==> src/rtl/afbp_pkg.sv <==
/*
  Constants and types for the asynchronous FIFO / bit-bang parallel port.
  Assumes one core clock at 40 MHz; the controller side of the port is unclocked.
*/
`default_nettype none

// Functional notes
// - FIFO strobes act only while the configuration input selects async FIFO mode.
// - Every FIFO byte transfer is paced by a read or write strobe edge, no port clock.
// - In FIFO mode the data bus stays an input; it is driven only while the read strobe is low.
// - Data-available flag is low while the receive FIFO holds a byte, else high.
// - Data-available goes high after each read; low again only if bytes remain.
// - Read strobe falling edge puts the current receive byte on the data bus.
// - Read strobe rising edge advances to the next receive byte when one exists.
// - Space-available flag is low when the transmit FIFO can take a byte, else high.
// - Each write strobe high-to-low edge captures the data bus into the transmit FIFO.
// - During reset both FIFO flags are undriven and rest high on their pull-ups.
// - Bit-bang mode, set by host command, makes the eight lines a host-driven bus.
// - Bit-bang mode pulses the write indicator low when host data reaches the lines.
// - Bit-bang mode gives the read indicator a rising edge at each line sample.
// - Suspended with wakeup enabled, a low send-now/wake strobe requests USB resume.
// - Not suspended, a low send-now/wake strobe flushes buffered receive data at once.

package afbp_pkg;

  // ****************************************
  // widths and depths
  // ****************************************
  localparam int DATA_W   = 8;
  localparam int RX_DEPTH = 16;
  localparam int CNT_W    = 4;

  // ****************************************
  // timing
  // ****************************************
  localparam int CLK_PERIOD_NS = 25;
  // least time the data-available flag stays high after a read
  localparam int RXF_HIGH_NS   = 50;
  localparam int RXF_HIGH_CYC  = (RXF_HIGH_NS + CLK_PERIOD_NS - 1) / CLK_PERIOD_NS;
  // least low time of the bit-bang write indicator
  localparam int BITBANG_WRITE_INDICATOR_N_NS      = 50;
  localparam int BITBANG_WRITE_INDICATOR_N_CYC     = (BITBANG_WRITE_INDICATOR_N_NS + CLK_PERIOD_NS - 1) / CLK_PERIOD_NS;

  // ****************************************
  // reset values
  // ****************************************
  localparam logic       FLAG_IDLE  = 1'b1;
  localparam logic       STRB_IDLE  = 1'b1;
  localparam logic [7:0] DATA_RST   = 8'h00;

  typedef enum logic [1:0] {
    RD_IDLE  = 2'b00,
    RD_DRIVE = 2'b01,
    RD_HOLD  = 2'b11
  } afbp_rd_state_t;

endpackage

`default_nettype wire

==> src/rtl/afbp_port.sv <==
/*
  Asynchronous byte FIFO and bit-bang parallel port, device end, plus a two-entry
  buffer on the transmit path.
  Assumes pin inputs already synchronous except the two FIFO strobes, which are
  resynchronised here; tri-state resolution of pins happens outside.
*/
`default_nettype none

// ****************************************
// two-entry buffer
// ****************************************
module afbp_skid_buf #(
  parameter int W = 8
) (
  input  wire logic         clk,        // core clock
  input  wire logic         rst,        // async reset, high
  input  wire logic [W-1:0] in_data,    // incoming word
  input  wire logic         in_valid,   // incoming word valid
  output logic              in_ready,   // spare entry free
  output logic [W-1:0]      out_data,   // head word
  output logic              out_valid,  // head word valid
  input  wire logic         out_ready   // drain side takes head
);
  logic [W-1:0] head_ff;
  logic [W-1:0] spare_ff;
  logic         head_v_ff;
  logic         spare_v_ff;
  wire          push = in_valid & ~spare_v_ff;
  wire          pop  = head_v_ff & out_ready;
  wire          head_free = pop | ~head_v_ff;

  assign in_ready  = ~spare_v_ff;
  assign out_data  = head_ff;
  assign out_valid = head_v_ff;

  always_ff @(posedge clk or posedge rst) begin
    if (rst) begin
      head_ff    <= '0;
      spare_ff   <= '0;
      head_v_ff  <= 1'b0;
      spare_v_ff <= 1'b0;
    end else if (head_free) begin
      if (spare_v_ff) begin
        head_ff    <= spare_ff;
        head_v_ff  <= 1'b1;
        spare_ff   <= in_data;
        spare_v_ff <= push;
      end else begin
        head_ff    <= in_data;
        head_v_ff  <= push;
      end
    end else if (push) begin
      spare_ff   <= in_data;
      spare_v_ff <= 1'b1;
    end
  end
endmodule

// ****************************************
// port top
// ****************************************
module afbp_port
  import afbp_pkg::*;
#(
  parameter int DW    = DATA_W,
  parameter int DEPTH = RX_DEPTH
) (
  input  wire logic          core_clk,                   // core clock, 40 MHz
  input  wire logic          sys_rst,                    // async reset, high
  input  wire logic          async_fifo_mode_sel,        // config memory picks async FIFO
  input  wire logic          bitbang_mode_sel,           // host command picks bit-bang
  input  wire logic          remote_wakeup_en,           // config enables remote wakeup
  input  wire logic [DW-1:0] parallel_data_bus_in,       // data pins, level seen
  output logic [DW-1:0]      parallel_data_bus_out,      // data pins, driven value
  output logic [DW-1:0]      parallel_data_bus_oe,       // data pins, drive enable
  input  wire logic          read_strobe_n,              // controller read strobe
  input  wire logic          write_strobe_n,             // controller write strobe
  output logic               rx_data_available_n,        // receive byte waiting, low
  output logic               rx_data_available_oe,       // flag pin drive enable
  output logic               tx_space_available_n,       // transmit room, low
  output logic               tx_space_available_oe,      // flag pin drive enable
  output logic               bitbang_write_indicator_n,  // host data placed, low pulse
  output logic               bitbang_read_indicator_n,   // rises at each sample
  input  wire logic          send_now_wake_n,            // send-now / wake strobe
  input  wire logic          suspend_indicator_n,        // 1 while bus suspended
  output logic               usb_resume_req,             // resume request pulse
  output logic               send_immediate_req,         // flush receive data pulse
  input  wire logic [DW-1:0] rx_in_data,                 // byte from USB side
  input  wire logic          rx_in_valid,                // byte from USB side valid
  output logic               rx_in_ready,                // receive FIFO has room
  output logic [DW-1:0]      tx_out_data,                // byte toward USB side
  output logic               tx_out_valid,               // byte toward USB valid
  input  wire logic          tx_out_ready,               // USB side takes byte
  input  wire logic [DW-1:0] bb_wr_data,                 // bit-bang output value
  input  wire logic [DW-1:0] bb_wr_dir,                  // bit-bang drive mask, 1 out
  input  wire logic          bb_wr_valid,                // bit-bang write request
  output logic               bb_wr_ready,                // bit-bang write accepted
  input  wire logic          bb_rd_req,                  // bit-bang sample request
  output logic [DW-1:0]      bb_rd_data,                 // sampled lines
  output logic               bb_rd_valid                 // sampled lines valid
);
  localparam int AW = $clog2(DEPTH);
  localparam int CW = $clog2(DEPTH + 1);

  // ****************************************
  // mode decode
  // ****************************************
  wire fifo_mode = async_fifo_mode_sel & ~bitbang_mode_sel;
  wire bb_mode   = bitbang_mode_sel;

  // ****************************************
  // strobe synchronisers
  // ****************************************
  logic [1:0] rd_sync_ff;
  logic [1:0] wr_sync_ff;
  logic       rd_prev_ff;
  logic       wr_prev_ff;
  logic       send_now_wake_n_prev_ff;

  always_ff @(posedge core_clk or posedge sys_rst) begin
    if (sys_rst) begin
      rd_sync_ff   <= {2{STRB_IDLE}};
      wr_sync_ff   <= {2{STRB_IDLE}};
      rd_prev_ff   <= STRB_IDLE;
      wr_prev_ff   <= STRB_IDLE;
      send_now_wake_n_prev_ff <= STRB_IDLE;
    end else begin
      rd_sync_ff   <= {rd_sync_ff[0], read_strobe_n};
      wr_sync_ff   <= {wr_sync_ff[0], write_strobe_n};
      rd_prev_ff   <= rd_sync_ff[1];
      wr_prev_ff   <= wr_sync_ff[1];
      send_now_wake_n_prev_ff <= send_now_wake_n;
    end
  end

  // read and write edges seen only behind the second stage; send-now/wake edge taken straight from the pin
  wire rd_fall = rd_prev_ff & ~rd_sync_ff[1];
  wire rd_rise = ~rd_prev_ff & rd_sync_ff[1];
  wire wr_fall = wr_prev_ff & ~wr_sync_ff[1];
  wire send_now_wake_n_fall = send_now_wake_n_prev_ff & ~send_now_wake_n;

  // ****************************************
  // receive FIFO
  // ****************************************
  logic [DW-1:0]  rx_mem_ff [DEPTH];
  logic [AW-1:0]  rx_wr_idx_ff;
  logic [AW-1:0]  rx_rd_idx_ff;
  logic [CW-1:0]  rx_cnt_ff;
  logic           rx_in_ready_ff;
  afbp_rd_state_t rd_state_ff;
  afbp_rd_state_t nxt_rd_state;
  logic [CNT_W-1:0] hold_cnt_ff;

  wire rx_push = rx_in_valid & rx_in_ready_ff;
  // advance only past a byte that really exists
  wire rx_pop  = (rd_state_ff == RD_DRIVE) & rd_rise & (rx_cnt_ff != '0);
  wire [CW-1:0] nxt_rx_cnt = rx_cnt_ff + CW'(rx_push) - CW'(rx_pop);
  wire [AW-1:0] nxt_wr_idx = (rx_wr_idx_ff == AW'(DEPTH - 1)) ? '0 : rx_wr_idx_ff + 1'b1;
  wire [AW-1:0] nxt_rd_idx = (rx_rd_idx_ff == AW'(DEPTH - 1)) ? '0 : rx_rd_idx_ff + 1'b1;
  wire          hold_done  = (hold_cnt_ff == '0);

  always_comb begin
    case (rd_state_ff)
      RD_IDLE:  nxt_rd_state = (fifo_mode & rd_fall) ? RD_DRIVE : RD_IDLE;
      RD_DRIVE: begin
        if (rd_rise)
          nxt_rd_state = RD_HOLD;
        else if (!fifo_mode)
          nxt_rd_state = RD_IDLE;
        else
          nxt_rd_state = RD_DRIVE;
      end
      RD_HOLD:  nxt_rd_state = hold_done ? RD_IDLE : RD_HOLD;
      default:  nxt_rd_state = RD_IDLE;
    endcase
  end

  wire [CNT_W-1:0] nxt_hold_cnt = (nxt_rd_state == RD_HOLD && rd_state_ff != RD_HOLD) ?
                                  CNT_W'(RXF_HIGH_CYC - 1) :
                                  (hold_done ? '0 : hold_cnt_ff - 1'b1);

  // flag rises with the strobe's return and waits out the hold before falling
  wire nxt_rxf = ~fifo_mode | (nxt_rd_state == RD_HOLD) | (nxt_rx_cnt == '0);

  always_ff @(posedge core_clk) begin
    if (rx_push)
      rx_mem_ff[rx_wr_idx_ff] <= rx_in_data;
  end

  always_ff @(posedge core_clk or posedge sys_rst) begin
    if (sys_rst) begin
      rx_wr_idx_ff   <= '0;
      rx_rd_idx_ff   <= '0;
      rx_cnt_ff      <= '0;
      rx_in_ready_ff <= 1'b0;
      rd_state_ff    <= RD_IDLE;
      hold_cnt_ff    <= '0;
    end else begin
      rx_wr_idx_ff   <= rx_push ? nxt_wr_idx : rx_wr_idx_ff;
      rx_rd_idx_ff   <= rx_pop ? nxt_rd_idx : rx_rd_idx_ff;
      rx_cnt_ff      <= nxt_rx_cnt;
      rx_in_ready_ff <= (nxt_rx_cnt != CW'(DEPTH));
      rd_state_ff    <= nxt_rd_state;
      hold_cnt_ff    <= nxt_hold_cnt;
    end
  end

  // ****************************************
  // transmit capture and buffer
  // ****************************************
  logic          wr_push_ff;
  logic [DW-1:0] wr_data_ff;
  logic          buf_in_ready;

  // bus sampled on the third edge after the strobe fell; controller keeps data steady meanwhile
  wire wr_cap = fifo_mode & wr_fall;
  // a byte on its way counts as taking the room already
  wire nxt_txe = ~fifo_mode | wr_cap | wr_push_ff | ~buf_in_ready;

  afbp_skid_buf #(
    .W (DW)
  ) u_tx_buf (
    .clk       (core_clk),
    .rst       (sys_rst),
    .in_data   (wr_data_ff),
    .in_valid  (wr_push_ff),
    .in_ready  (buf_in_ready),
    .out_data  (tx_out_data),
    .out_valid (tx_out_valid),
    .out_ready (tx_out_ready)
  );

  always_ff @(posedge core_clk or posedge sys_rst) begin
    if (sys_rst) begin
      wr_push_ff <= 1'b0;
      wr_data_ff <= DATA_RST;
    end else begin
      wr_push_ff <= wr_cap;
      wr_data_ff <= wr_cap ? parallel_data_bus_in : wr_data_ff;
    end
  end

  // ****************************************
  // flag pins
  // ****************************************
  logic rxf_ff;
  logic txe_ff;
  logic flag_oe_ff;

  always_ff @(posedge core_clk or posedge sys_rst) begin
    if (sys_rst) begin
      rxf_ff     <= FLAG_IDLE;
      txe_ff     <= FLAG_IDLE;
      flag_oe_ff <= 1'b0;
    end else begin
      rxf_ff     <= nxt_rxf;
      txe_ff     <= nxt_txe;
      flag_oe_ff <= 1'b1;
    end
  end

  // ****************************************
  // bit-bang
  // ****************************************
  logic [DW-1:0]    bb_dir_ff;
  logic [CNT_W-1:0] wstb_cnt_ff;
  logic             wstb_n_ff;
  logic             bb_wr_ready_ff;
  logic             bb_rd_pend_ff;
  logic             rstb_n_ff;
  logic [DW-1:0]    bb_rd_data_ff;
  logic             bb_rd_valid_ff;

  wire bb_accept = bb_mode & bb_wr_valid & bb_wr_ready_ff;
  wire [DW-1:0] nxt_bb_dir = bb_accept ? bb_wr_dir : bb_dir_ff;
  wire [CNT_W-1:0] nxt_wstb_cnt = bb_accept ? CNT_W'(BITBANG_WRITE_INDICATOR_N_CYC) :
                                  ((wstb_cnt_ff == '0) ? '0 : wstb_cnt_ff - 1'b1);
  wire bb_sample = bb_mode & bb_rd_req;

  always_ff @(posedge core_clk or posedge sys_rst) begin
    if (sys_rst) begin
      bb_dir_ff      <= '0;
      wstb_cnt_ff    <= '0;
      wstb_n_ff      <= STRB_IDLE;
      bb_wr_ready_ff <= 1'b0;
      bb_rd_pend_ff  <= 1'b0;
      rstb_n_ff      <= STRB_IDLE;
      bb_rd_data_ff  <= DATA_RST;
      bb_rd_valid_ff <= 1'b0;
    end else begin
      bb_dir_ff      <= nxt_bb_dir;
      wstb_cnt_ff    <= nxt_wstb_cnt;
      wstb_n_ff      <= (nxt_wstb_cnt == '0);
      bb_wr_ready_ff <= bb_mode & (nxt_wstb_cnt == '0);
      bb_rd_pend_ff  <= bb_sample;
      // low for the request cycle, back high on the sampling edge
      rstb_n_ff      <= ~bb_sample;
      bb_rd_data_ff  <= bb_rd_pend_ff ? parallel_data_bus_in : bb_rd_data_ff;
      bb_rd_valid_ff <= bb_rd_pend_ff;
    end
  end

  // ****************************************
  // data bus drive
  // ****************************************
  logic [DW-1:0] bus_out_ff;
  logic [DW-1:0] bus_oe_ff;

  wire rd_present = (rd_state_ff == RD_IDLE) & (nxt_rd_state == RD_DRIVE);
  wire [DW-1:0] nxt_bus_out = bb_accept  ? bb_wr_data :
                              rd_present ? rx_mem_ff[rx_rd_idx_ff] :
                              bus_out_ff;
  // fifo drive only while the read strobe is seen low
  wire [DW-1:0] nxt_bus_oe = bb_mode ? nxt_bb_dir :
                             {DW{nxt_rd_state == RD_DRIVE}};

  always_ff @(posedge core_clk or posedge sys_rst) begin
    if (sys_rst) begin
      bus_out_ff <= DATA_RST;
      bus_oe_ff  <= '0;
    end else begin
      bus_out_ff <= nxt_bus_out;
      bus_oe_ff  <= nxt_bus_oe;
    end
  end

  // ****************************************
  // send-now / wake
  // ****************************************
  logic resume_ff;
  logic flush_ff;

  always_ff @(posedge core_clk or posedge sys_rst) begin
    if (sys_rst) begin
      resume_ff <= 1'b0;
      flush_ff  <= 1'b0;
    end else begin
      resume_ff <= send_now_wake_n_fall & suspend_indicator_n & remote_wakeup_en;
      flush_ff  <= send_now_wake_n_fall & ~suspend_indicator_n;
    end
  end

  // ****************************************
  // outputs
  // ****************************************
  assign parallel_data_bus_out     = bus_out_ff;
  assign parallel_data_bus_oe      = bus_oe_ff;
  assign rx_data_available_n       = rxf_ff;
  assign rx_data_available_oe      = flag_oe_ff;
  assign tx_space_available_n      = txe_ff;
  assign tx_space_available_oe     = flag_oe_ff;
  assign bitbang_write_indicator_n = wstb_n_ff;
  assign bitbang_read_indicator_n  = rstb_n_ff;
  assign usb_resume_req            = resume_ff;
  assign send_immediate_req        = flush_ff;
  assign rx_in_ready               = rx_in_ready_ff;
  assign bb_wr_ready               = bb_wr_ready_ff;
  assign bb_rd_data                = bb_rd_data_ff;
  assign bb_rd_valid               = bb_rd_valid_ff;

endmodule

`default_nettype wire

==> config.mk <==
export PLATFORM = sky130hd
export DESIGN_NAME = afbp_port
export DESIGN_NICKNAME = d
export VERILOG_FILES = /design/src/rtl/afbp_pkg.sv /design/src/rtl/afbp_port.sv
export SDC_FILE = /design/constraint.sdc
export NUM_CORES = 1
export LEC_CHECK = 0
export ABC_CLOCK_PERIOD_IN_PS = 3900
export BUFFER_PORTS_ARGS = -buffer_cell sky130_fd_sc_hd__buf_2
export CORE_UTILIZATION = 61
export CTS_BUF_LIST = sky130_fd_sc_hd__clkbuf_2
export CTS_CLUSTER_DIAMETER = 40
export DETAILED_ROUTE_END_ITERATION = 10
export PLACE_DENSITY_LB_ADDON = 0.25
export SYNTH_ARGS = -nofsm -noshare
export SYNTH_HDL_FRONTEND = slang
export SYNTH_SLANG_ARGS = --single-unit
export TNS_END_PERCENT = 5
==> constraint.sdc <==
create_clock -name core_clk -period 3.9 [get_ports core_clk]
set_clock_uncertainty 0.1 [all_clocks]
set_input_delay 0.195 -clock core_clk [delete_from_list [all_inputs] [get_ports core_clk]]
set_output_delay 0.195 -clock core_clk [all_outputs]
set_load 0.05 [all_outputs]
==> results.md, run 1 <==
- Setup repair after global routing left no endpoint under its margin.
- CTS built an H-tree with a depth of 2.
- In the synthesized netlist the async set-or-reset flop fraction comes to between 40% and 50%.
- The number of nets in the synthesized netlist is around 610.
- The post-synthesis cell area is between 0.009 and 0.01 mm^2.
- Measured along the x axis, the die boundary spans 124 um.
- Synthesis produced 557 cells.
- Setup slack on the worst reg-to-reg path comes out at approximately 0.85 ns.
- Based on the critical path, the design can be clocked at up to 328 MHz.
- In this run the worst path has a maximum fanout of 6.
- The number of nets in the finished design is ~810.
- The largest vdd supply drop is about 0.00034 V.
- Counting cells, the worst reg-to-reg path comes to 12.
- The area of the die is ~0.015 mm^2.
- The nature of the critical path endpoint is a flop.
- The run finished with clean final reports.
- The final period demand of the worst path is between 3 and 4 ns.
- The worst setup path category is reg2reg.
- The part of the total power dissipated in the clock network is 25.0%.
- The number of flip-flops and latches in the synthesized netlist is ~230.
- The cell type contributing the most total cell area after synthesis is sky130_fd_sc_hd__edfxtp_1.
- Entering global routing, the biggest net connects 67 pins.
- For the worst setup path, the data required time is between 4 and 5 ns.
- Summed over all cells, the static leakage comes to around 4.5 nW.
- The antenna violation net count after detailed routing is 0.
- The initial antenna violation count was 0.
- The headroom to the max-slew limit is just over 30%.
- The net switching share of the total power is 33.4%.
- The antenna diode count is 0.
- Setup violations remaining at the end of the flow were counted as 0.
- The all-layer global routing usage is about a quarter.
- The via count of the routed design is around 5,500.
- The cell type with the highest occurrence count on the critical path is sky130_fd_sc_hd__inv_1.
- Leaving out fill and tap cells, the most frequent cell in the layout is sky130_fd_sc_hd__edfxtp_1.
- The worst flop-to-flop path endpoint is rx_data_available_n.
- After synthesis, the cell types taking the most area are sky130_fd_sc_hd__edfxtp_1, sky130_fd_sc_hd__dfrtp_1, sky130_fd_sc_hd__mux4_2.
- The max-slew violation total from the final report is 0.
- Compared with the post-synthesis result, the final layout area differs by 19.9%.
- The number of cells traversed by the worst hold path is 3.
- Data on the critical path arrives at its endpoint at around 3.7 ns.
- The power share of the combinational group is 26.4%.
- Across the run, the number of max-cap violations was 0.
- The number of global-route vias before repair is about 5,800.
- The number of placement rows is between 40 and 50.
- Input and output buffers added on the ports amount to about 90.
- In this run the worst setup path begins at rd_sync_ff[1].
- The number of top-level pins is 89.
- Gates resized during post-CTS repair numbered 0.
- For this configuration, the core starts out at a cell density of a little over three fifths.
- The distinct cell type count after synthesis is 51.
- The power per standard cell area is approximately 590 mW/mm^2.
- The startpoint identified for the worst register-to-register timing path is rd_sync_ff[1].
- The worst stage delay on the critical path is ~0.58 ns.
- Cells with a size suffix above 1 make up 33.5% of the layout.
- The detailed-route DRC error count is 0.
- After detailed routing, the total wire length is about 20,000 um.
- The share of the clock period used by the worst path is slightly below 80%.
- In this run the vertical extent of the chip is roughly 120 um.
- The critical path goes through nand4bb_1 > nor2_1 > ha_1 > inv_1 > ha_1 > inv_1 > fa_1 > inv_1 > a21oi_1 > o21bai_1 > xnor2_1 > o2111ai_1.
- In this run the cell area measured after placement is roughly 0.0097 mm^2.
- After floorplanning, the core was sized to cover about 0.015 mm^2.
- Clock tree synthesis inserted a total of 57 buffers.
- The overflow left after global routing is 0.
- The global-route wire length before repair is a little under 30,000 um.
- The average instance in the mapped netlist occupies roughly 16 um^2.
- Clock tree synthesis selected as its root buffer the cell sky130_fd_sc_hd__clkbuf_2.
- The transition at the pin with the smallest max-transition slack is roughly 1.0 ns.
- The clock passes through at most 3 buffers.
- The capture point of the worst path is rx_data_available_n.
- The dominant synthesized flop cell is sky130_fd_sc_hd__edfxtp_1.
- After routing the design area is 0.0109 mm^2.
- After legalization and detailed placement, the total HPWL measured about 12,000 um.
- The worst setup path is launched from a flop.
- Dividing the detail-routed wire length by the instance count gives between 15 and 20 um.
- The analysis attributes to net switching a power of ~2.2 mW.
- The number of endpoints with negative hold slack in the final report came to 0.
- In the layout the commonest cells are sky130_fd_sc_hd__edfxtp_1, sky130_fd_sc_hd__clkbuf_2, sky130_fd_sc_hd__dfrtp_1, sky130_fd_sc_hd__buf_2, sky130_fd_sc_hd__dlygate4sd3_1.
- TritonCTS built the clock tree.
- CTS saw between 200 and 250 sinks.
- The summed negative setup slack over all endpoints is 0 ns.
- The relative contribution of sequential cells to total power is 48.7%.
- The first-iteration detailed-routing DRC count is about 380.
- The fraction of the yosys area taken by sequential cells is a little over two thirds.
- The number of detailed-route iterations in the first pass is 5.
- The final-layout fill cell count is between 800 and 900.
- The internal power summed over all cells is approximately 4.3 mW.
- The number of flops mapped to enable cells by yosys is 128.
- The cell at the slowest stage of the critical path is sky130_fd_sc_hd__dfstp_2.
- The share of the synthesized area in the top cell type is between 40% and 50%.
- Routability-driven placement finished with a final weighted congestion of between 0.7 and 0.8.
- The later pin in the worst-skew pair is clocked with a latency of just over 0.8 ns.
- The synthesis warning total is 0.
- After detailed routing, the number of vias per cell comes to 5.58.
- The min-delay analysis places its worst path in the category in2reg.
- The post-CTS setup buffer count is 0.
- The clock input transition at the sequential cells of the worst setup and hold paths is 0.11 ns.
[kinds of logic (layout without fill, tap and decap cells)]
| logic type | count (synthesis) | after routing | synth area share (%) |
|---|---|---|---|
| other cells | 1 | 1 | 0.0413 |
| flops | 228 | 228 | 70.0 |
| xor+xnor | 6 | 6 | 0.578 |
| compound gates | 57 | 57 | 4.08 |
| buf+inv | 36 | 281 | 2.01 |
| fa+ha+maj | 12 | 12 | 1.74 |
| mux | 85 | 85 | 14.4 |
| simple gates | 132 | 132 | 7.20 |
[cell type report]
type / instances / area [um^2] / share of cell area (%)
timing repair buffer: 161 / 1160 / 10.6
multi-input combinational: 293 / 2540 / 23.3
tap: 184 / 230 / 2.11
sequential: 228 / 6360 / 58.4
clock buffer: 93 / 465 / 4.27
clock inverter: 13 / 78.8 / 0.724
inverter: 14 / 55.1 / 0.506
[power groups by stage]
| stage | clock network (mW) | logic [mW] | registers, mW |
|---|---|---|---|
| 2_1_floorplan | 0 | 1.04 | 3.36 |
| 3_3_place_gp | 0 | 1.58 | 3.16 |
| 3_5_place_dp | 0 | 1.64 | 3.19 |
| 4_1_cts | 1.65 | 1.70 | 3.14 |
| 5_1_grt | 1.78 | 1.84 | 3.19 |
| 6_report | 1.62 | 1.71 | 3.15 |
[worst min-delay path by stage]
stage / from / end
6_report: bb_wr_valid / wstb_cnt_ff[2]
5_1_grt: parallel_data_bus_in[2] / bb_rd_data[2]
4_1_cts: parallel_data_bus_in[5] / bb_rd_data[5]
3_5_place_dp: read_strobe_n / rd_sync_ff[0]
3_3_place_gp: read_strobe_n / rd_sync_ff[0]
2_1_floorplan: read_strobe_n / rd_sync_ff[0]
[critical path, delay by kind of cell, from the launching register on]
kind	cells	cell delay (ns)
fa+ha+maj	3	0.89
simple gates	2	0.67
flops	1	0.58
compound gates	3	0.39
xor+xnor	1	0.19
buf+inv	3	0.18
[state kept, by name (all words and copies together), names as in the netlist, 2 cells and up]
| register | count |
|---|---|
| wr_data_ff | 8 |
| hold_cnt_ff | 4 |
| wstb_cnt_ff | 4 |
| rx_wr_idx_ff | 4 |
| bb_rd_data | 8 |
| rd_sync_ff | 2 |
| rx_mem_ff | 128 |
| wr_sync_ff | 2 |
| rd_state_ff | 2 |
| parallel_data_bus_oe | 8 |
| u_tx_buf.out_data | 8 |
| parallel_data_bus_out | 8 |
| rx_rd_idx_ff | 4 |
| rx_cnt_ff | 5 |
| bb_dir_ff | 8 |
| u_tx_buf.spare_ff | 8 |
[synth_stat cells (3+ instances only)]
cell	number
sky130_fd_sc_hd__a21oi_1	9
sky130_fd_sc_hd__a21oi_2	8
sky130_fd_sc_hd__and2_1	13
sky130_fd_sc_hd__and3_1	7
sky130_fd_sc_hd__buf_2	7
sky130_fd_sc_hd__clkbuf_1	8
sky130_fd_sc_hd__dfrtp_1	89
sky130_fd_sc_hd__dfstp_2	11
sky130_fd_sc_hd__edfxtp_1	128
sky130_fd_sc_hd__ha_1	11
sky130_fd_sc_hd__inv_1	14
sky130_fd_sc_hd__mux2_2	27
sky130_fd_sc_hd__mux2i_1	26
sky130_fd_sc_hd__mux4_1	5
sky130_fd_sc_hd__mux4_2	27
sky130_fd_sc_hd__nand2_1	61
sky130_fd_sc_hd__nand2b_1	6
sky130_fd_sc_hd__nand3_1	7
sky130_fd_sc_hd__nor2_1	16
sky130_fd_sc_hd__nor2b_1	3
sky130_fd_sc_hd__nor3_1	4
sky130_fd_sc_hd__nor3b_1	3
sky130_fd_sc_hd__o21ai_0	17
sky130_fd_sc_hd__o21ai_1	7
sky130_fd_sc_hd__o22a_1	7
sky130_fd_sc_hd__xnor2_1	4
[metal layers]
metal	GRT usage (%)	routed length, um	vias to the layer above
li1	-	-	2512
met1	31.6	7760	2720
met2	45.3	10000	225
met3	7.60	1370	45
met4	10.8	425	0
met5	0	0	-
[metrics by stage]
step                util (%)  power [mW]  instances  setup slack, ns  hold WS (ns)
detailed placement      66.6        4.83        813            0.855         0.204
CTS                     74.9        6.49        986            0.866     0.0000414
floorplan                  -        4.40        557             1.00        0.0995
global route            74.9        6.82        986            0.623        0.0281
global placement        66.6        4.74        813             1.02         0.202
finish                  74.9        6.47        986            0.855        0.0677
[what timing repair did]
| action | CTS | global route |
|---|---|---|
| hold endpoints to repair | 267 | 0 |
| hold buffers | 67 | 0 |
| setup endpoints to repair | 0 | 0 |
Note: power is estimated with default switching activity, not from simulation.
==> inputs of run 2 (changes only) <==
--- a/config.mk
+++ b/config.mk
@@ -5,7 +5,8 @@
 export SDC_FILE = /design/constraint.sdc
 export NUM_CORES = 1
 export LEC_CHECK = 0
-export ABC_CLOCK_PERIOD_IN_PS = 3900
+export ABC_AREA = 1
+export ABC_CLOCK_PERIOD_IN_PS = 2950
 export BUFFER_PORTS_ARGS = -buffer_cell sky130_fd_sc_hd__buf_2
 export CORE_UTILIZATION = 61
 export CTS_BUF_LIST = sky130_fd_sc_hd__clkbuf_2
==> constraint.sdc (replaced) <==
create_clock -name core_clk -period 2.95 [get_ports core_clk]
set_clock_uncertainty 0.1 [all_clocks]
set_input_delay 0.1475 -clock core_clk [delete_from_list [all_inputs] [get_ports core_clk]]
set_output_delay 0.1475 -clock core_clk [all_outputs]
set_load 0.05 [all_outputs]
==> run 2 against run 1 <==
Against the previous run: flip-flop and latch count unchanged; critical path type unchanged; via count rose by 35%; clock-buffer cell count down 15; non-clock buffer count up 30.
==> results.md, run 2 <==
- The fraction of the yosys area taken by sequential cells is 65.8% (was 70.0%).
- The port buffer count came to 88 (unchanged).
- The synthesized instance count came to 937 (was 557).
- The number of endpoints with negative hold slack in the final report is 0 (unchanged).
- The most common cell in the synthesized netlist is sky130_fd_sc_hd__nand2_1 (was sky130_fd_sc_hd__edfxtp_1).
- The area of all sequential standard cells came to 0.00636 mm^2 (unchanged).
- The final instance area was 0.0117 mm^2 (was 0.0109 mm^2).
- The launching element type of the critical path is a flop (unchanged).
- The arrival time of data at the critical path endpoint is 3.48 ns (was 3.68 ns).
- The largest net degree at the start of global routing was 88 (was 67).
- The number of vias per cell after detailed routing is 5.27 (was 5.58).
- The first-iteration detailed-routing DRC count was 625 (was 384).
- The top register by number of flip-flops is rx_mem_ff (unchanged).
- The wire length per cell was 16.6 um (was 19.8 um).
- The insertion delay of the later-clocked pin in the worst-skew pair is 0.83 ns (was 0.81 ns).
- The post-synthesis cell area is 0.00967 mm^2 (was 0.00908 mm^2).
- The overflow left after global routing is 0 (unchanged).
- The total area of multi-input combinational cells was 0.00257 mm^2 (was 0.00254 mm^2).
- The number of flip-flops under the largest register name is 128 (unchanged).
- The largest vdd supply drop came to 0.000560 V (was 0.000335 V).
- The area of the die was 0.0164 mm^2 (was 0.0154 mm^2).
- The max-slew violation total from the final report is 0 (unchanged).
- Cells taking the most area after synthesis: sky130_fd_sc_hd__edfxtp_1, sky130_fd_sc_hd__dfrtp_1, sky130_fd_sc_hd__nand2_1 (was sky130_fd_sc_hd__edfxtp_1, sky130_fd_sc_hd__dfrtp_1, sky130_fd_sc_hd__mux4_2).
- The effective utilization at floorplan is 63.1% (was 62.5%).
- The max-cap violation count came to 0 (unchanged).
- The cell type contributing the most total cell area after synthesis is sky130_fd_sc_hd__edfxtp_1 (unchanged).
- The type of the worst min-delay path was in2reg (unchanged).
- The detailed-route DRC error count came to 0 (unchanged).
- The number of flip-flops and latches in the synthesized netlist is 228 (unchanged).
- The number of placement rows was 45 (was 44).
- The post-placement cell area is 0.0102 mm^2 (was 0.00967 mm^2).
- The final weighted congestion in routability-driven placement was 0.793 (was 0.780).
- The register-to-register path setup slack is 0.12 ns (was 0.85 ns).
- The detailed placement HPWL was 12,100 um (was 11,700 um).
- The nature of the critical path endpoint is a flop (unchanged).
- The via count of the routed design was 7,425 (was 5,502).
- The wire length after detailed routing is 23,300 um (was 19,600 um).
- The clock input transition at the sequential cells of the worst setup and hold paths is 0.11 ns (about the same).
- The share of the clock period used by the worst path was 95.9% (was 78.1%).
- The number of top-level pins is 89 (unchanged).
- The synthesis warning total is 0 (unchanged).
- The number of clock sinks is 228 (unchanged).
- The overall die width is 128 um (was 124 um).
- The headroom to the max-slew limit came to 42.5% (was 31.1%).
- The maximum clock rate is 353 MHz (was 328 MHz).
- The final non-filler cell total is 1,410 (was 986).
- The leakage component of the power is 5.47 nW (was 4.47 nW).
- The internal power summed over all cells is 5.79 mW (was 4.31 mW).
- The worst setup path category is reg2reg (unchanged).
- The fraction of registers with async set or reset after synthesis is 43.9% (unchanged).
- The antenna violation net count after detailed routing is 0 (unchanged).
- The number of detailed-route iterations in the first pass is 5 (unchanged).
- The most common cell after layout, fill and taps aside is sky130_fd_sc_hd__nand2_1 (was sky130_fd_sc_hd__edfxtp_1).
- The number of placed cells counting well taps is 1,213 (was 813).
- The TritonCTS clock tree is done (unchanged).
- The height of the chip is 128 um (was 124 um).
- The net switching share of the total power is 40.4% (was 33.4%).
- Most frequent cells in the layout: sky130_fd_sc_hd__nand2_1, sky130_fd_sc_hd__edfxtp_1, sky130_fd_sc_hd__inv_1, sky130_fd_sc_hd__nand3_1, sky130_fd_sc_hd__dlygate4sd3_1 (was sky130_fd_sc_hd__edfxtp_1, sky130_fd_sc_hd__clkbuf_2, sky130_fd_sc_hd__dfrtp_1, sky130_fd_sc_hd__buf_2, sky130_fd_sc_hd__dlygate4sd3_1).
- The maximum fanout along the worst path is 2 (was 6).
- The final-layout fill cell count is 952 (was 852).
- The total power draw was 9.71 mW (was 6.47 mW).
- The summed negative setup slack over all endpoints is 0 ns (unchanged).
- Status: completed (unchanged).
- The global-route wire length before repair is 37,400 um (was 29,600 um).
- The share of the synthesized area in the top cell type is 39.7% (was 42.3%).
- The part of the total power dissipated in the clock network is 21.7% (was 25.0%).
- The worst hold slack after final layout came to 0.107 ns (was 0.0677 ns).
- The dominant synthesized flop cell is sky130_fd_sc_hd__edfxtp_1 (unchanged).
- The power share of the combinational group came to 34.8% (was 26.4%).
- The maximum level of the CTS H-tree is 2 (unchanged).
- The net count after synthesis is 994 (was 614).
- The mean instance size in the synthesized netlist is 10.3 um^2 (was 16.3 um^2).
- The clock buffer count from CTS is 55 (was 57).
- The initial antenna violation count came to 3 (was 0).
- The transition at the pin with the smallest max-transition slack is 0.860 ns (was 1.03 ns).
- The relative contribution of sequential cells to total power came to 43.5% (was 48.7%).
- The final period demand of the worst path came to 2.83 ns (was 3.05 ns).
- The core area is 0.0153 mm^2 (was 0.0145 mm^2).
- The root buffer cell is sky130_fd_sc_hd__clkbuf_2 (unchanged).
- The final count of negative-setup-slack endpoints was 0 (unchanged).
- The area growth from synthesis to layout is 20.9% (was 19.9%).
- The fraction of layout cells with a size suffix above 1 came to 18.4% (was 33.5%).
- The distinct cell type count after synthesis came to 34 (was 51).
- The data required time of the critical path is 3.61 ns (was 4.53 ns).
- Ranking of synthesized cells by instance count: sky130_fd_sc_hd__nand2_1, sky130_fd_sc_hd__edfxtp_1, sky130_fd_sc_hd__inv_1 (was sky130_fd_sc_hd__edfxtp_1, sky130_fd_sc_hd__dfrtp_1, sky130_fd_sc_hd__nand2_1).
- The power per standard cell area is 831 mW/mm^2 (was 594 mW/mm^2).
- The all-layer global routing usage is 30.1% (was 26.5%).
- The switching power is 3.92 mW (was 2.16 mW).
- The number of global-route vias before repair was 7,474 (was 5,823).
- The number of nets in the finished design is 1,206 (was 812).
- The number of buffers between clock root and the deepest sink is 3 (unchanged).
- The number of flops mapped to enable cells by yosys is 128 (unchanged).
[run 2: changes by cell type in the layout (fill, tap and decap cells not counted), sizes merged, moves of 15 or more]
cell,before,now
nand2,61,233
nand3,7,126
inv,16,131
nor2,17,71
mux4,32,0
mux2i,26,0
dlygate4sd3,67,89
or2,0,22
mux2,27,8
clkinv,9,27
clkbuf,93,78
[run 2: kinds of logic after synthesis]
| logic type | count (synthesis) | share of synthesized area, % |
|---|---|---|
| AOI/OAI and AO/OA | 51 | 2.77 |
| xor gates and xnor gates | 7 | 0.634 |
| buffers and inverters | 170 | 7.76 |
| other | 1 | 0.0388 |
| adders and majority gates | 12 | 1.63 |
| DFF | 228 | 65.8 |
| muxes | 8 | 0.932 |
| and+or+nand+nor | 460 | 20.5 |
[run 2: path summary, 6_finish.rpt]
check | startpoint | endpoint | cells past startpoint
worst max-delay path | rx_cnt_ff[2] | rx_data_available_n | 14
worst min-delay path | async_fifo_mode_sel | tx_space_available_n | 5
worst max register to register | rx_cnt_ff[2] | rx_data_available_n | 14
worst min register to register | wr_sync_ff[0] | wr_sync_ff[1] | 0
max in group asynchronous | sys_rst | send_now_wake_n_prev_ff | 5
min in group asynchronous | sys_rst | wr_data_ff[7] | 4
[run 2: routing by layer]
metal,up-vias,share of wire (%),global-route usage (%)
li1,3482,-,-
met1,3479,38,37.1
met2,374,51,50.6
met3,90,7.0,5.59
met4,0,4.3,16.9
met5,-,0,0
[run 2: layout make-up]
type / count / share of cell area [%]
inverters: 134 / 4.35
clock buffers: 78 / 3.34
clock inverters: 26 / 1.19
repair buffers: 191 / 12.4
well taps: 211 / 2.26
multi-input cells: 539 / 22.0
flip-flops and latches: 228 / 54.4
diodes: 3 / 0.0642
[run 2: power groups by stage]
stage                     combinational [mW]  sequential, mW  clock (mW)
after CTS                               3.25            4.19        2.11
after global placement                  2.99            4.24           0
after detailed placement                3.07            4.25           0
after floorplan                         1.85            4.75           0
after global routing                    3.69            4.27        2.32
final                                   3.38            4.22        2.11
[run 2: through the flow]
step	util, %	setup slack, ns
after CTS	76.2	0.188
final	76.3	0.120
after global routing	76.3	-0.0597
after global placement	66.9	0.282
after floorplan	-	0.102
after detailed placement	66.9	0.201
[run 2: what timing repair did]
action | 4_1_cts | 5_1_grt
setup endpoints to repair | 0 | 8
buffers inserted | 0 | 1
resized for setup | 0 | 3
hold buffers | 89 | 0
endpoints found under the hold margin | 308 | 0
[run 2: critical path, stage by stage, from the launching register on]
cell,delay (ns)
sky130_fd_sc_hd__dfrtp_1,0.40
sky130_fd_sc_hd__inv_1,0.10
sky130_fd_sc_hd__ha_1,0.17
sky130_fd_sc_hd__nand2_1,0.06
sky130_fd_sc_hd__o21ai_1,0.15
sky130_fd_sc_hd__inv_2,0.07
sky130_fd_sc_hd__ha_1,0.27
sky130_fd_sc_hd__inv_1,0.06
sky130_fd_sc_hd__ha_1,0.15
sky130_fd_sc_hd__inv_1,0.07
sky130_fd_sc_hd__fa_2,0.52
sky130_fd_sc_hd__inv_1,0.07
sky130_fd_sc_hd__nor3_2,0.24
sky130_fd_sc_hd__nand2_1,0.09
sky130_fd_sc_hd__o21ai_0,0.23
